### src/rtl/hrf_pkg.sv
// package: constants, types and helpers of the hdlc receive queue controller
package hrf_pkg;

  // ----------------------------------------
  // register byte addresses
  // ----------------------------------------
  localparam logic [7:0] ADDR_DATA = 8'h00;
  localparam logic [7:0] ADDR_CNT_LO = 8'h04;
  localparam logic [7:0] ADDR_CNT_HI = 8'h08;
  localparam logic [7:0] ADDR_IRQ = 8'h0c;
  localparam logic [7:0] ADDR_MODE = 8'h10;
  localparam logic [7:0] ADDR_CMD = 8'h14;

  // ----------------------------------------
  // field positions and reset values
  // ----------------------------------------
  localparam int CMD_RELEASE_BIT = 0;
  localparam int CMD_CLEAR_BIT = 1;
  localparam int MODE_BS_LSB = 0;
  localparam int MODE_FM_LSB = 2;
  localparam logic [1:0] BS_RESET = 2'h0;
  localparam logic [2:0] FM_RESET = 3'h6;
  localparam logic [2:0] FM_TRANSP0 = 3'h6;
  localparam logic [2:0] FM_TRANSP1 = 3'h7;
  localparam logic [2:0] FM_FULL_ADDR2 = 3'h3;
  // status byte layout
  localparam int ST_VFR = 7;
  localparam int ST_RDO = 6;
  localparam int ST_CRC = 5;
  localparam int ST_RAB = 4;
  localparam int ST_TA = 3;
  localparam int ST_SA = 1;
  localparam int ST_CR = 0;

  // ----------------------------------------
  // capacity limits
  // ----------------------------------------
  localparam logic [6:0] ROOM_LIMIT = 7'h3f;
  localparam logic [5:0] Q_LIMIT = 6'h1f;
  localparam logic [11:0] LEN_MAX = 12'hfff;

  typedef enum logic [1:0] {
    RX_IDLE = 2'b00,
    RX_DATA = 2'b01,
    RX_DROP = 2'b10,
    RX_TAIL = 2'b11
  } hrf_rx_state_t;

  typedef struct packed {
    logic [63:0][7:0] mem;
    logic [31:0] q_end;
    logic [31:0][5:0] q_start;
    logic [31:0][5:0] q_len;
    logic [31:0][12:0] q_cnt;
    logic [4:0] q_rd;
    logic [4:0] q_wr;
    logic [5:0] q_num;
    logic [5:0] wp;
    logic [6:0] used;
    hrf_rx_state_t st;
    logic [5:0] blk_start;
    logic [5:0] blk_cnt;
    logic [11:0] flen;
    logic fov;
    logic floss;
    logic [5:0] wbs;
    logic [1:0] bs_sel;
    logic [2:0] fmode;
    logic lost;
    logic [5:0] rd_off;
    logic wait_q;
    logic [31:0] rdata;
    logic rx_ready;
  } hrf_state_t;

  function automatic logic [5:0] blk_size(input logic [1:0] sel);
    logic [5:0] r;
    unique case (sel)
      2'h0: r = 6'h20;
      2'h1: r = 6'h10;
      2'h2: r = 6'h08;
      2'h3: r = 6'h04;
    endcase
    return r;
  endfunction

  // writes one byte at the write pointer and counts it in the frame
  function automatic hrf_state_t store_byte(input hrf_state_t s, input logic [7:0] b);
    hrf_state_t r;
    r = s;
    r.mem[s.wp] = b;
    r.wp = s.wp + 6'h01;
    r.used = s.used + 7'h01;
    r.blk_cnt = s.blk_cnt + 6'h01;
    if (s.flen == LEN_MAX) r.fov = 1'b1;
    r.flen = s.flen + 12'h001;
    return r;
  endfunction

  // queues one block event with the running frame count
  function automatic hrf_state_t push_ev(input hrf_state_t s, input logic is_end,
                                         input logic [5:0] start, input logic [5:0] len);
    hrf_state_t r;
    r = s;
    r.q_end[s.q_wr] = is_end;
    r.q_start[s.q_wr] = start;
    r.q_len[s.q_wr] = len;
    r.q_cnt[s.q_wr] = {s.fov, s.flen};
    r.q_wr = s.q_wr + 5'h01;
    r.q_num = s.q_num + 6'h01;
    return r;
  endfunction

  localparam hrf_state_t STATE_RESET = '{wait_q: 1'b1, wbs: blk_size(BS_RESET),
                                        fmode: FM_RESET, rx_ready: 1'b1, st: RX_IDLE,
                                        default: '0};

endpackage

### src/rtl/hrf_rx_queue.sv
// module: hdlc receive queue with block handshake and avalon register slave
// What this block does
// - 64-byte cyclic receive store; block size 4, 8, 16 or 32 by select field.
// - block size select resets to the 32-byte code.
// - block-ready event when a full block is stored and the frame continues.
// - message-end event when a frame's last part and status are stored.
// - frame arriving into a full store is dropped whole; frame-lost flag set.
// - release frees the current block; after a frame end with no event queued the count reads zero.
// - receiver-clear resets receive logic and empties the store.
// - 12-bit frame length count in two registers; wrap flag beyond 4095.
// - low count bits give last-block bytes, upper bits full blocks.
// - last-block count of zero means a full block.
// - working block size loads only on release or receiver-clear.
// - store holds several frames; a status byte follows each frame's data.
// - events are queued; next one shows right after release.
// - partial loss of a frame sets its data-loss status bit.
// - reading past the block wraps to the block's first byte.
// - release drops the whole block, read or not.
// - data reads with no pending event return zero and disturb nothing.
// - status byte always carries crc, valid, abort and loss; tei except mode 110.
// - cr and sapi code only in two-byte full-address and sapi mode.
// - message-end count includes the status byte.
// - in mode 110 every byte handed in is stored.
//
// Local design decisions: the Avalon-MM slave port and the register offsets.
`timescale 1ns/1ps
module hrf_rx_queue (
  input wire logic core_clk_in,
  input wire logic resetn_in,
  input wire logic [7:0] avs_address_in,
  input wire logic avs_read_in,
  input wire logic avs_write_in,
  input wire logic [31:0] avs_writedata_in,
  input wire logic [3:0] avs_byteenable_in,
  output logic [31:0] avs_readdata_out,
  output logic avs_waitrequest_out,
  input wire logic rx_byte_valid_in,
  input wire logic [7:0] rx_byte_in,
  input wire logic rx_first_in,
  input wire logic rx_end_in,
  input wire logic rx_crc_ok_in,
  input wire logic rx_valid_frame_in,
  input wire logic rx_abort_in,
  input wire logic rx_tei_match_in,
  input wire logic rx_cr_in,
  input wire logic [1:0] rx_sapi_match_in,
  output logic rx_ready_out
);

  hrf_pkg::hrf_state_t state_q;
  hrf_pkg::hrf_state_t state_d;

  // ----------------------------------------
  // head of the event queue
  // ----------------------------------------
  logic head_valid;
  logic [5:0] head_start;
  logic [5:0] head_len;
  logic [12:0] head_cnt;
  logic [5:0] head_addr;
  logic req;
  logic take;
  logic wr_ok;
  logic do_clear;
  logic do_release;
  logic [31:0] rd_mux;

  assign head_valid = (state_q.q_num != 6'h00);
  assign head_start = state_q.q_start[state_q.q_rd];
  assign head_len = state_q.q_len[state_q.q_rd];
  assign head_cnt = head_valid ? state_q.q_cnt[state_q.q_rd] : 13'h0000;
  assign head_addr = head_start + state_q.rd_off;
  assign req = avs_read_in | avs_write_in;
  assign take = req & ~state_q.wait_q;
  assign wr_ok = take & avs_write_in & avs_byteenable_in[0];
  assign do_clear = wr_ok & (avs_address_in == hrf_pkg::ADDR_CMD)
                    & avs_writedata_in[hrf_pkg::CMD_CLEAR_BIT];
  assign do_release = wr_ok & (avs_address_in == hrf_pkg::ADDR_CMD)
                      & avs_writedata_in[hrf_pkg::CMD_RELEASE_BIT] & ~do_clear;

  // ----------------------------------------
  // read multiplexer
  // ----------------------------------------
  always_comb begin
    case (avs_address_in)
      hrf_pkg::ADDR_DATA: rd_mux = {24'h000000, head_valid ? state_q.mem[head_addr] : 8'h00};
      hrf_pkg::ADDR_CNT_LO: rd_mux = {24'h000000, head_cnt[7:0]};
      hrf_pkg::ADDR_CNT_HI: rd_mux = {27'h0000000, head_cnt[12:8]};
      hrf_pkg::ADDR_IRQ: rd_mux = {29'h00000000, state_q.lost,
                                   head_valid & state_q.q_end[state_q.q_rd],
                                   head_valid & ~state_q.q_end[state_q.q_rd]};
      hrf_pkg::ADDR_MODE: rd_mux = {27'h0000000, state_q.fmode, state_q.bs_sel};
      default: rd_mux = 32'h00000000;
    endcase
  end

  // ----------------------------------------
  // next state
  // ----------------------------------------
  always_comb begin
    logic [7:0] sb;
    sb = 8'h00;
    state_d = state_q;
    // one wait cycle per access; data is sampled while the request is held
    if (req && state_q.wait_q) begin
      state_d.wait_q = 1'b0;
      state_d.rdata = rd_mux;
    end else begin
      state_d.wait_q = 1'b1;
    end
    if (take && avs_read_in) begin
      if (avs_address_in == hrf_pkg::ADDR_DATA && head_valid) begin
        if (state_q.rd_off + 6'h01 == head_len) begin
          state_d.rd_off = 6'h00;
        end else begin
          state_d.rd_off = state_q.rd_off + 6'h01;
        end
      end
      if (avs_address_in == hrf_pkg::ADDR_IRQ) state_d.lost = 1'b0;
    end
    if (wr_ok && avs_address_in == hrf_pkg::ADDR_MODE) begin
      state_d.bs_sel = avs_writedata_in[hrf_pkg::MODE_BS_LSB +: 2];
      state_d.fmode = avs_writedata_in[hrf_pkg::MODE_FM_LSB +: 3];
    end
    if (do_clear) begin
      state_d.used = 7'h00;
      state_d.wp = 6'h00;
      state_d.q_rd = 5'h00;
      state_d.q_wr = 5'h00;
      state_d.q_num = 6'h00;
      state_d.rd_off = 6'h00;
      state_d.st = hrf_pkg::RX_IDLE;
      state_d.lost = 1'b0;
      state_d.wbs = hrf_pkg::blk_size(state_q.bs_sel);
    end
    if (do_release) begin
      state_d.wbs = hrf_pkg::blk_size(state_q.bs_sel);
      if (head_valid) begin
        state_d.used = state_q.used - {1'b0, head_len};
        state_d.q_rd = state_q.q_rd + 5'h01;
        state_d.q_num = state_q.q_num - 6'h01;
        state_d.rd_off = 6'h00;
      end
    end
    // receive side; a clear in the same cycle wins over any arriving byte
    if (!do_clear) begin
      if (state_q.st == hrf_pkg::RX_TAIL) begin
        state_d = hrf_pkg::push_ev(state_d, 1'b1, state_q.blk_start, 6'h01);
        state_d.st = hrf_pkg::RX_IDLE;
      end else if (rx_byte_valid_in && rx_first_in) begin
        if (state_q.used >= hrf_pkg::ROOM_LIMIT || state_q.q_num >= hrf_pkg::Q_LIMIT) begin
          state_d.lost = 1'b1;
          state_d.st = hrf_pkg::RX_DROP;
        end else begin
          state_d.blk_start = state_q.wp;
          state_d.blk_cnt = 6'h00;
          state_d.flen = 12'h000;
          state_d.fov = 1'b0;
          state_d.floss = 1'b0;
          state_d = hrf_pkg::store_byte(state_d, rx_byte_in);
          state_d.st = hrf_pkg::RX_DATA;
        end
      end else if (state_q.st == hrf_pkg::RX_DATA && rx_byte_valid_in) begin
        // one slot always stays free for the status byte
        if (state_q.used < hrf_pkg::ROOM_LIMIT && state_q.q_num < hrf_pkg::Q_LIMIT) begin
          if (state_q.blk_cnt == state_q.wbs) begin
            state_d = hrf_pkg::push_ev(state_d, 1'b0, state_q.blk_start, state_q.wbs);
            state_d.blk_start = state_q.wp;
            state_d.blk_cnt = 6'h00;
          end
          state_d = hrf_pkg::store_byte(state_d, rx_byte_in);
        end else begin
          state_d.floss = 1'b1;
        end
      end else if (state_q.st == hrf_pkg::RX_DATA && rx_end_in) begin
        sb[hrf_pkg::ST_VFR] = rx_valid_frame_in;
        sb[hrf_pkg::ST_RDO] = state_q.floss;
        sb[hrf_pkg::ST_CRC] = rx_crc_ok_in;
        sb[hrf_pkg::ST_RAB] = rx_abort_in;
        if (state_q.fmode != hrf_pkg::FM_TRANSP0) sb[hrf_pkg::ST_TA] = rx_tei_match_in;
        if (state_q.fmode == hrf_pkg::FM_FULL_ADDR2 || state_q.fmode == hrf_pkg::FM_TRANSP1) begin
          sb[hrf_pkg::ST_SA +: 2] = rx_sapi_match_in;
          sb[hrf_pkg::ST_CR] = rx_cr_in;
        end
        if (state_q.blk_cnt == state_q.wbs) begin
          // full last block: ready event now, status alone ends the frame next cycle
          state_d = hrf_pkg::push_ev(state_d, 1'b0, state_q.blk_start, state_q.wbs);
          state_d.blk_start = state_q.wp;
          state_d.blk_cnt = 6'h00;
          state_d = hrf_pkg::store_byte(state_d, sb);
          state_d.st = hrf_pkg::RX_TAIL;
        end else begin
          state_d = hrf_pkg::store_byte(state_d, sb);
          state_d = hrf_pkg::push_ev(state_d, 1'b1, state_q.blk_start, state_d.blk_cnt);
          state_d.st = hrf_pkg::RX_IDLE;
        end
      end else if (state_q.st == hrf_pkg::RX_DROP && rx_end_in) begin
        state_d.st = hrf_pkg::RX_IDLE;
      end
    end
    state_d.rx_ready = (state_d.st != hrf_pkg::RX_TAIL);
  end

  // ----------------------------------------
  // state register
  // ----------------------------------------
  always_ff @(posedge core_clk_in or negedge resetn_in) begin
    if (!resetn_in) begin
      state_q <= hrf_pkg::STATE_RESET;
    end else begin
      state_q <= state_d;
    end
  end

  assign avs_readdata_out = state_q.rdata;
  assign avs_waitrequest_out = state_q.wait_q;
  assign rx_ready_out = state_q.rx_ready;

  logic rx_quiet;
  logic data_rd;
  assign rx_quiet = ~rx_byte_valid_in & ~rx_end_in & (state_q.st != hrf_pkg::RX_TAIL);
  assign data_rd = take & avs_read_in & (avs_address_in == hrf_pkg::ADDR_DATA);
endmodule

### config.mk
export PLATFORM = sky130hd
export DESIGN_NAME = hrf_rx_queue
export DESIGN_NICKNAME = d
export VERILOG_FILES = /design/src/rtl/hrf_pkg.sv /design/src/rtl/hrf_rx_queue.sv
export SDC_FILE = /design/constraint.sdc
export NUM_CORES = 2
export LEC_CHECK = 0
export BUFFER_PORTS_ARGS = -buffer_cell sky130_fd_sc_hd__buf_4
export CORE_ASPECT_RATIO = 1.75
export CORE_MARGIN = 2
export CORE_UTILIZATION = 50
export CTS_CLUSTER_DIAMETER = 100
export DETAILED_ROUTE_END_ITERATION = 12
export GPL_TIMING_DRIVEN = 1
export PLACE_DENSITY_LB_ADDON = 0.08
export RECOVER_POWER = 50
export SLEW_MARGIN = 20
export SYNTH_ARGS = -nofsm -noshare
export SYNTH_HDL_FRONTEND = slang
export SYNTH_SLANG_ARGS = --single-unit
export TNS_END_PERCENT = 100
### constraint.sdc
create_clock -name core_clk_in -period 17.6 [get_ports core_clk_in]
set_input_delay 1.76 -clock core_clk_in [delete_from_list [all_inputs] [get_ports core_clk_in]]
set_output_delay 1.76 -clock core_clk_in [all_outputs]
set_load 0.1 [all_outputs]
== Yosys cells after proc, flatten, opt, wreduce, memory -nomap -nowiden ==
Cells that the tools add are included.
Storage, ports and cells
  bits in registers: 1453
  input port bits: 66
  output and inout bits: 34
  word-level logic and storage cells: 373
Operators by class
  $add $sub $neg: 15
  order comparisons: 12
  equal/unequal tests: 26
  muxes and demuxes: 93
  bitwise operators: 20
  reduce and logical (&&, ||, !) cells: 27
Operator list (number)
  $mux 1453: 7
  $mux 941: 3
  $mux 1373: 2
  $bwmux 512: 3
  $mux 1400: 1
  $bwmux 416: 2
  $bwmux 192: 3
  $and 160x160->160: 1
  $not 160->160: 1
  $mux 109: 1
  $demux 8 s6: 2
  $mux 78: 1
  $mux 6: 11
  $bmux 13 s5: 1
  $demux 13 s5: 1
  $or 32x32->32: 2
  $bmux 6 s5: 2
  $mux 52: 1
  $bmux 8 s6: 1
  $pmux 8 s5: 1
  $mux 13: 3
  $mux 37: 1
  $add 6x1->6 const B: 6
  $and 32x32->32: 1
  56 further kinds: 135

== Logic depth before layout (Yosys ltp) ==
  word-level depth: 30
  depth in mapped cells: 22
  depth with buffers taken out: 15

== Least setup slack after synthesis ==
OpenSTA, ideal clock, no wires.
  kind: reg-to-reg
  start: reg state_q[104] in the netlist's numbering
  end: reg state_q (netlist bit avs_readdata_out[6])
  setup time: 0.126 ns
  arrival time: 5.403 ns
  data required time: 17.474 ns
  setup slack: 12.071 ns
  cell stages (with the launch flop): 19
  path buffers: 7
  clock period less this slack: 5.529 ns
  cells stage by stage: dfrtp_1 buf_4 buf_6 buf_2 buf_2 buf_1 mux4_2 mux4_2 nand2_1 nand2_1 ha_1 fa_1 clkbuf_1 clkbuf_1 mux4_2 mux4_2 mux2i_1 mux2i_1 a221o_1
On the way
  word-level cells in the longest chain between the ends: 19
  elaborated cells between the ends (all ways): 24
  classes of those cells: add/sub (1); mux (23)
RTL lines
  start, declared: line hrf_rx_queue.sv:50  | hrf_pkg::hrf_state_t state_q;
  start signal, assigned: line hrf_rx_queue.sv:209  | state_q <= hrf_pkg::STATE_RESET;
  start signal, assigned: line hrf_rx_queue.sv:211  | state_q <= state_d;
  $bmux 6 s5: line hrf_rx_queue.sv:69  | assign head_start = state_q.q_start[state_q.q_rd];
  $mux 6 (not written as such): line hrf_rx_queue.sv:69
  $add 6x6->6: line hrf_rx_queue.sv:72  | assign head_addr = head_start + state_q.rd_off;
  $bmux 8 s6: line hrf_rx_queue.sv:86  | hrf_pkg::ADDR_DATA: rd_mux = {24'h000000, head_valid ? state_q.mem[head_addr] : 8'h00};
  $mux 8 (not written as such): line hrf_rx_queue.sv:86
  $mux 8: line hrf_rx_queue.sv:86
  $pmux 8 s5 (*): line hrf_rx_queue.sv:85  | case (avs_address_in)
  $mux 32 (*): line hrf_rx_queue.sv:105  | if (req && state_q.wait_q) begin
  (+3 left out)
  $mux 1453: line hrf_rx_queue.sv:150  | end else if (rx_byte_valid_in && rx_first_in) begin
  $mux 1453: line hrf_rx_queue.sv:147  | if (state_q.st == hrf_pkg::RX_TAIL) begin
  $mux 1453: line hrf_rx_queue.sv:146  | if (!do_clear) begin
  $mux 52: line hrf_rx_queue.sv:165  | if (state_q.used < hrf_pkg::ROOM_LIMIT && state_q.q_num < hrf_pkg::Q_LIMIT) begin
  $mux 1453: line hrf_rx_queue.sv:163  | end else if (state_q.st == hrf_pkg::RX_DATA && rx_byte_valid_in) begin
  $mux 1453: line hrf_rx_queue.sv:150
  $mux 941: line hrf_rx_queue.sv:147
  $mux 109 (*): line hrf_rx_queue.sv:146
Mark *: on every way between the ends. The rest lies on a longest branch, timed or not. The select of a mux whose other input is x is not followed.
A chain may end at the register's enable or synchronous reset.

==> reports/results.ini <==
[clock_network]
cts-htree-levels=4
holdBufCountCts=0
clk_latency_ns=0.80
cts_tree=built
cts_made_buffers=137
cts_resized=0
clk_pin_slew_worst_paths_ns=0.07
cts_sinks=1427
cts_max_path_buffers=3
cts_root_buffer=clkbuf_16
postCtsSetupBuffers=0

[synthesis]
yosys_warnings=0
synth_edf_count=0
yosysTopAreaCell=dfrtp_1
yosys-top-cells-area=dfrtp_1, mux4_2, o21ai_0
synthCells=6140
yosysMostFrequentCell=dfrtp_1
synth_top_cell_area_share_pct=53.8
ys_seq_area_share_pct=54.0
ys_seq_elements=1427
yosysUniqueCellTypes=78
ys.flop_type=dfrtp_1
async_reset_ff_share_pct=100
syn_area_per_cell_sq_um=10.8
synthTopCellsByCount=dfrtp_1, nand2_1, o21ai_0, nor2_1, a21oi_1
synth_area_sq_mm=0.0661

[power]
clockPowerShare_pct=38.7
p_sw_mw=2.24
switching_share_pct=27.7
p_leak_nw=31.2
ir_worst_vdd_v=0.000106
internal-power_mw=5.83
power_density_mw_per_mm2=112
combinationalPowerShare_pct=13.9
power_frac_seq_pct=47.4

[finish]
postLayoutCoreUtil_pct=55.1
syn_to_final_growth_pct=9.35
fillCellCount=11600
final-instance-count-excl-fill=7751
layout-drive-gt1-share_pct=15.9
final_cell_area_sq_mm=0.0723
finalNetCount=6041

[detailed_routing]
viasPerCell=5.97
wire_per_inst_microns=26.1
routed-wl-met3_mm=9.15
dr.pass1.iters=5
drtIter0Drc=3158
drtAntennaViolNets=0
drt-met1-wl_mm=75.7
route.met2.wl_mm=104
drc=0
maxUsedRoutingLayer=met5
vias=46300
drt-total-wl_mm=202

[critical_path]
crit_path_max_fanout=145
crit_chain=clkbuf_1, buf_4, buf_4, buf_12, buf_16, buf_4
r2r_cells=13
path_class=primary input to asynchronous set/reset pin
cp-start-kind=primary input
max_stage_delay_ns=5.52
crit_arrival_ns=11.29
cp.required_ns=18.39
cp-end-kind=asynchronous set/reset pin
critPathMostFrequentCell=buf_4
critPathSlowestCell=clkbuf_1

[place]
numPortBuffers=45
gp_congestion=0.905
placed_area_sq_mm=0.0678
placedCellCount=7498
hpwl_mm=131

[sta]
rsz0062_at_grt=false
maxSlewHeadroom_pct=-451
finalSetupViolCount=0
max_slew.worst_pin.slew_ns=8.26
period_needed_ns=10.50
finalClockSkew_ns=0.0256
drv_slew=691
finalCritPeriodShare_pct=59.6
tns_ns=0
max_freq_mhz=95.3
holdWs_ns=0.474
hold_viol=0

[flow_run]
maxCapViolations=19

[min_path]
hold_path.class=register to register
hold_path_depth=2

[floorplan]
rows=176
design.die.area_sq_mm=0.135
ios=100
dieWidth_microns=279
start_util_pct=50.4
die_h_microns=485
core-area_sq_mm=0.131

[status]
violations=max-capacitance violations, max-slew violations
status=finished, violations left

[global_routing]
grt_max_degree=189
overflow=0
grt_usage_pct=30.6
grt_pass1_vias=47400
grt_pass1_wl_mm=307
antenna_found_initial=4

## final timing paths
check,from,end,slack (ns)
setup / recovery,resetn_in,state_q[1384],7.10
hold / removal,state_q[718],state_q[718],0.47
setup reg to reg,state_q[105],avs_readdata_out[6],10.31
hold reg to reg,state_q[718],state_q[718],0.47
max in group core_clk_in,state_q[105],avs_readdata_out[6],10.31
min in group asynchronous,resetn_in,state_q[492],4.05
## worst max-delay path, delay by kind of cell
kind	cells	cell delay, ns
buffers and inverters	6	9.15
## through the flow
stage               worst slack (ns)  power, mW
finish                          7.10       8.07
global route                    5.19       8.40
CTS                            10.26       8.14
detailed placement             10.28       5.02
global placement               10.34       4.98
floorplan                      12.07       4.61
## state kept, by name, summed over array words and instances, names as in the netlist
| signal | count |
|---|---|
| avs_readdata_out | 8 |
| state_q | 1417 |
| rx_ready_out | 1 |
| avs_waitrequest_out | 1 |
## placed cells by master, fill, tap and decap left out, types with 14 or more instances in the layout
master	count
a211oi_1	15
a21oi_1	440
a221oi_1	15
a22o_1	23
a22oi_1	65
a32o_1	16
and3_1	17
buf_4	133
clkbuf_1	64
clkbuf_16	138
clkbuf_8	31
clkinv_2	22
conb_1	24
dfrtp_1	1414
ha_1	24
inv_1	53
mux2_2	153
mux2i_1	151
mux4_2	340
nand2_1	1075
nand2_2	15
nand2b_1	16
nand3_1	60
nand4_1	16
nor2_1	503
nor2b_1	14
nor3_1	45
o21ai_0	839
o31ai_1	19
xnor2_1	23
xor2_1	17
## metal layers
layer	up-vias	track usage, %
met4	4	17.6
met5	-	0
met1	23300	36.0
met3	511	4.35
li1	21200	-
met2	1301	53.5
## layout make-up
class,instances,area [sq um],share of cell area (%)
Antenna cell,2,5.00,0.00692
Clock buffer,188,3950,5.47
Clock inverter,61,764,1.06
Inverter,54,203,0.280
Multi-Input combinational cell,4141,28200,39.0
Sequential cell,1427,35700,49.4
Tap cell,1691,2120,2.93
Timing Repair Buffer,187,1340,1.86
## logic make-up after synthesis
group                      share of synthesized area, %
and+or+nand+nor                                    11.5
AOI/OAI and AO/OA                                  12.9
DFF                                                54.0
muxes                                              16.5
buffers and inverters                              3.99
xor gates and xnor gates                          0.594
adders and majority gates                         0.534
other                                           0.00567
## power by group through the flow
stage,combinational (mW),sequential [mW],clock [mW]
finish,1.12,3.82,3.12
global route,1.25,3.86,3.30
CTS,1.15,3.82,3.18
detailed placement,1.14,3.88,0
global placement,1.12,3.86,0
floorplan,0.859,3.75,0
(Power assumes the default switching activity.)
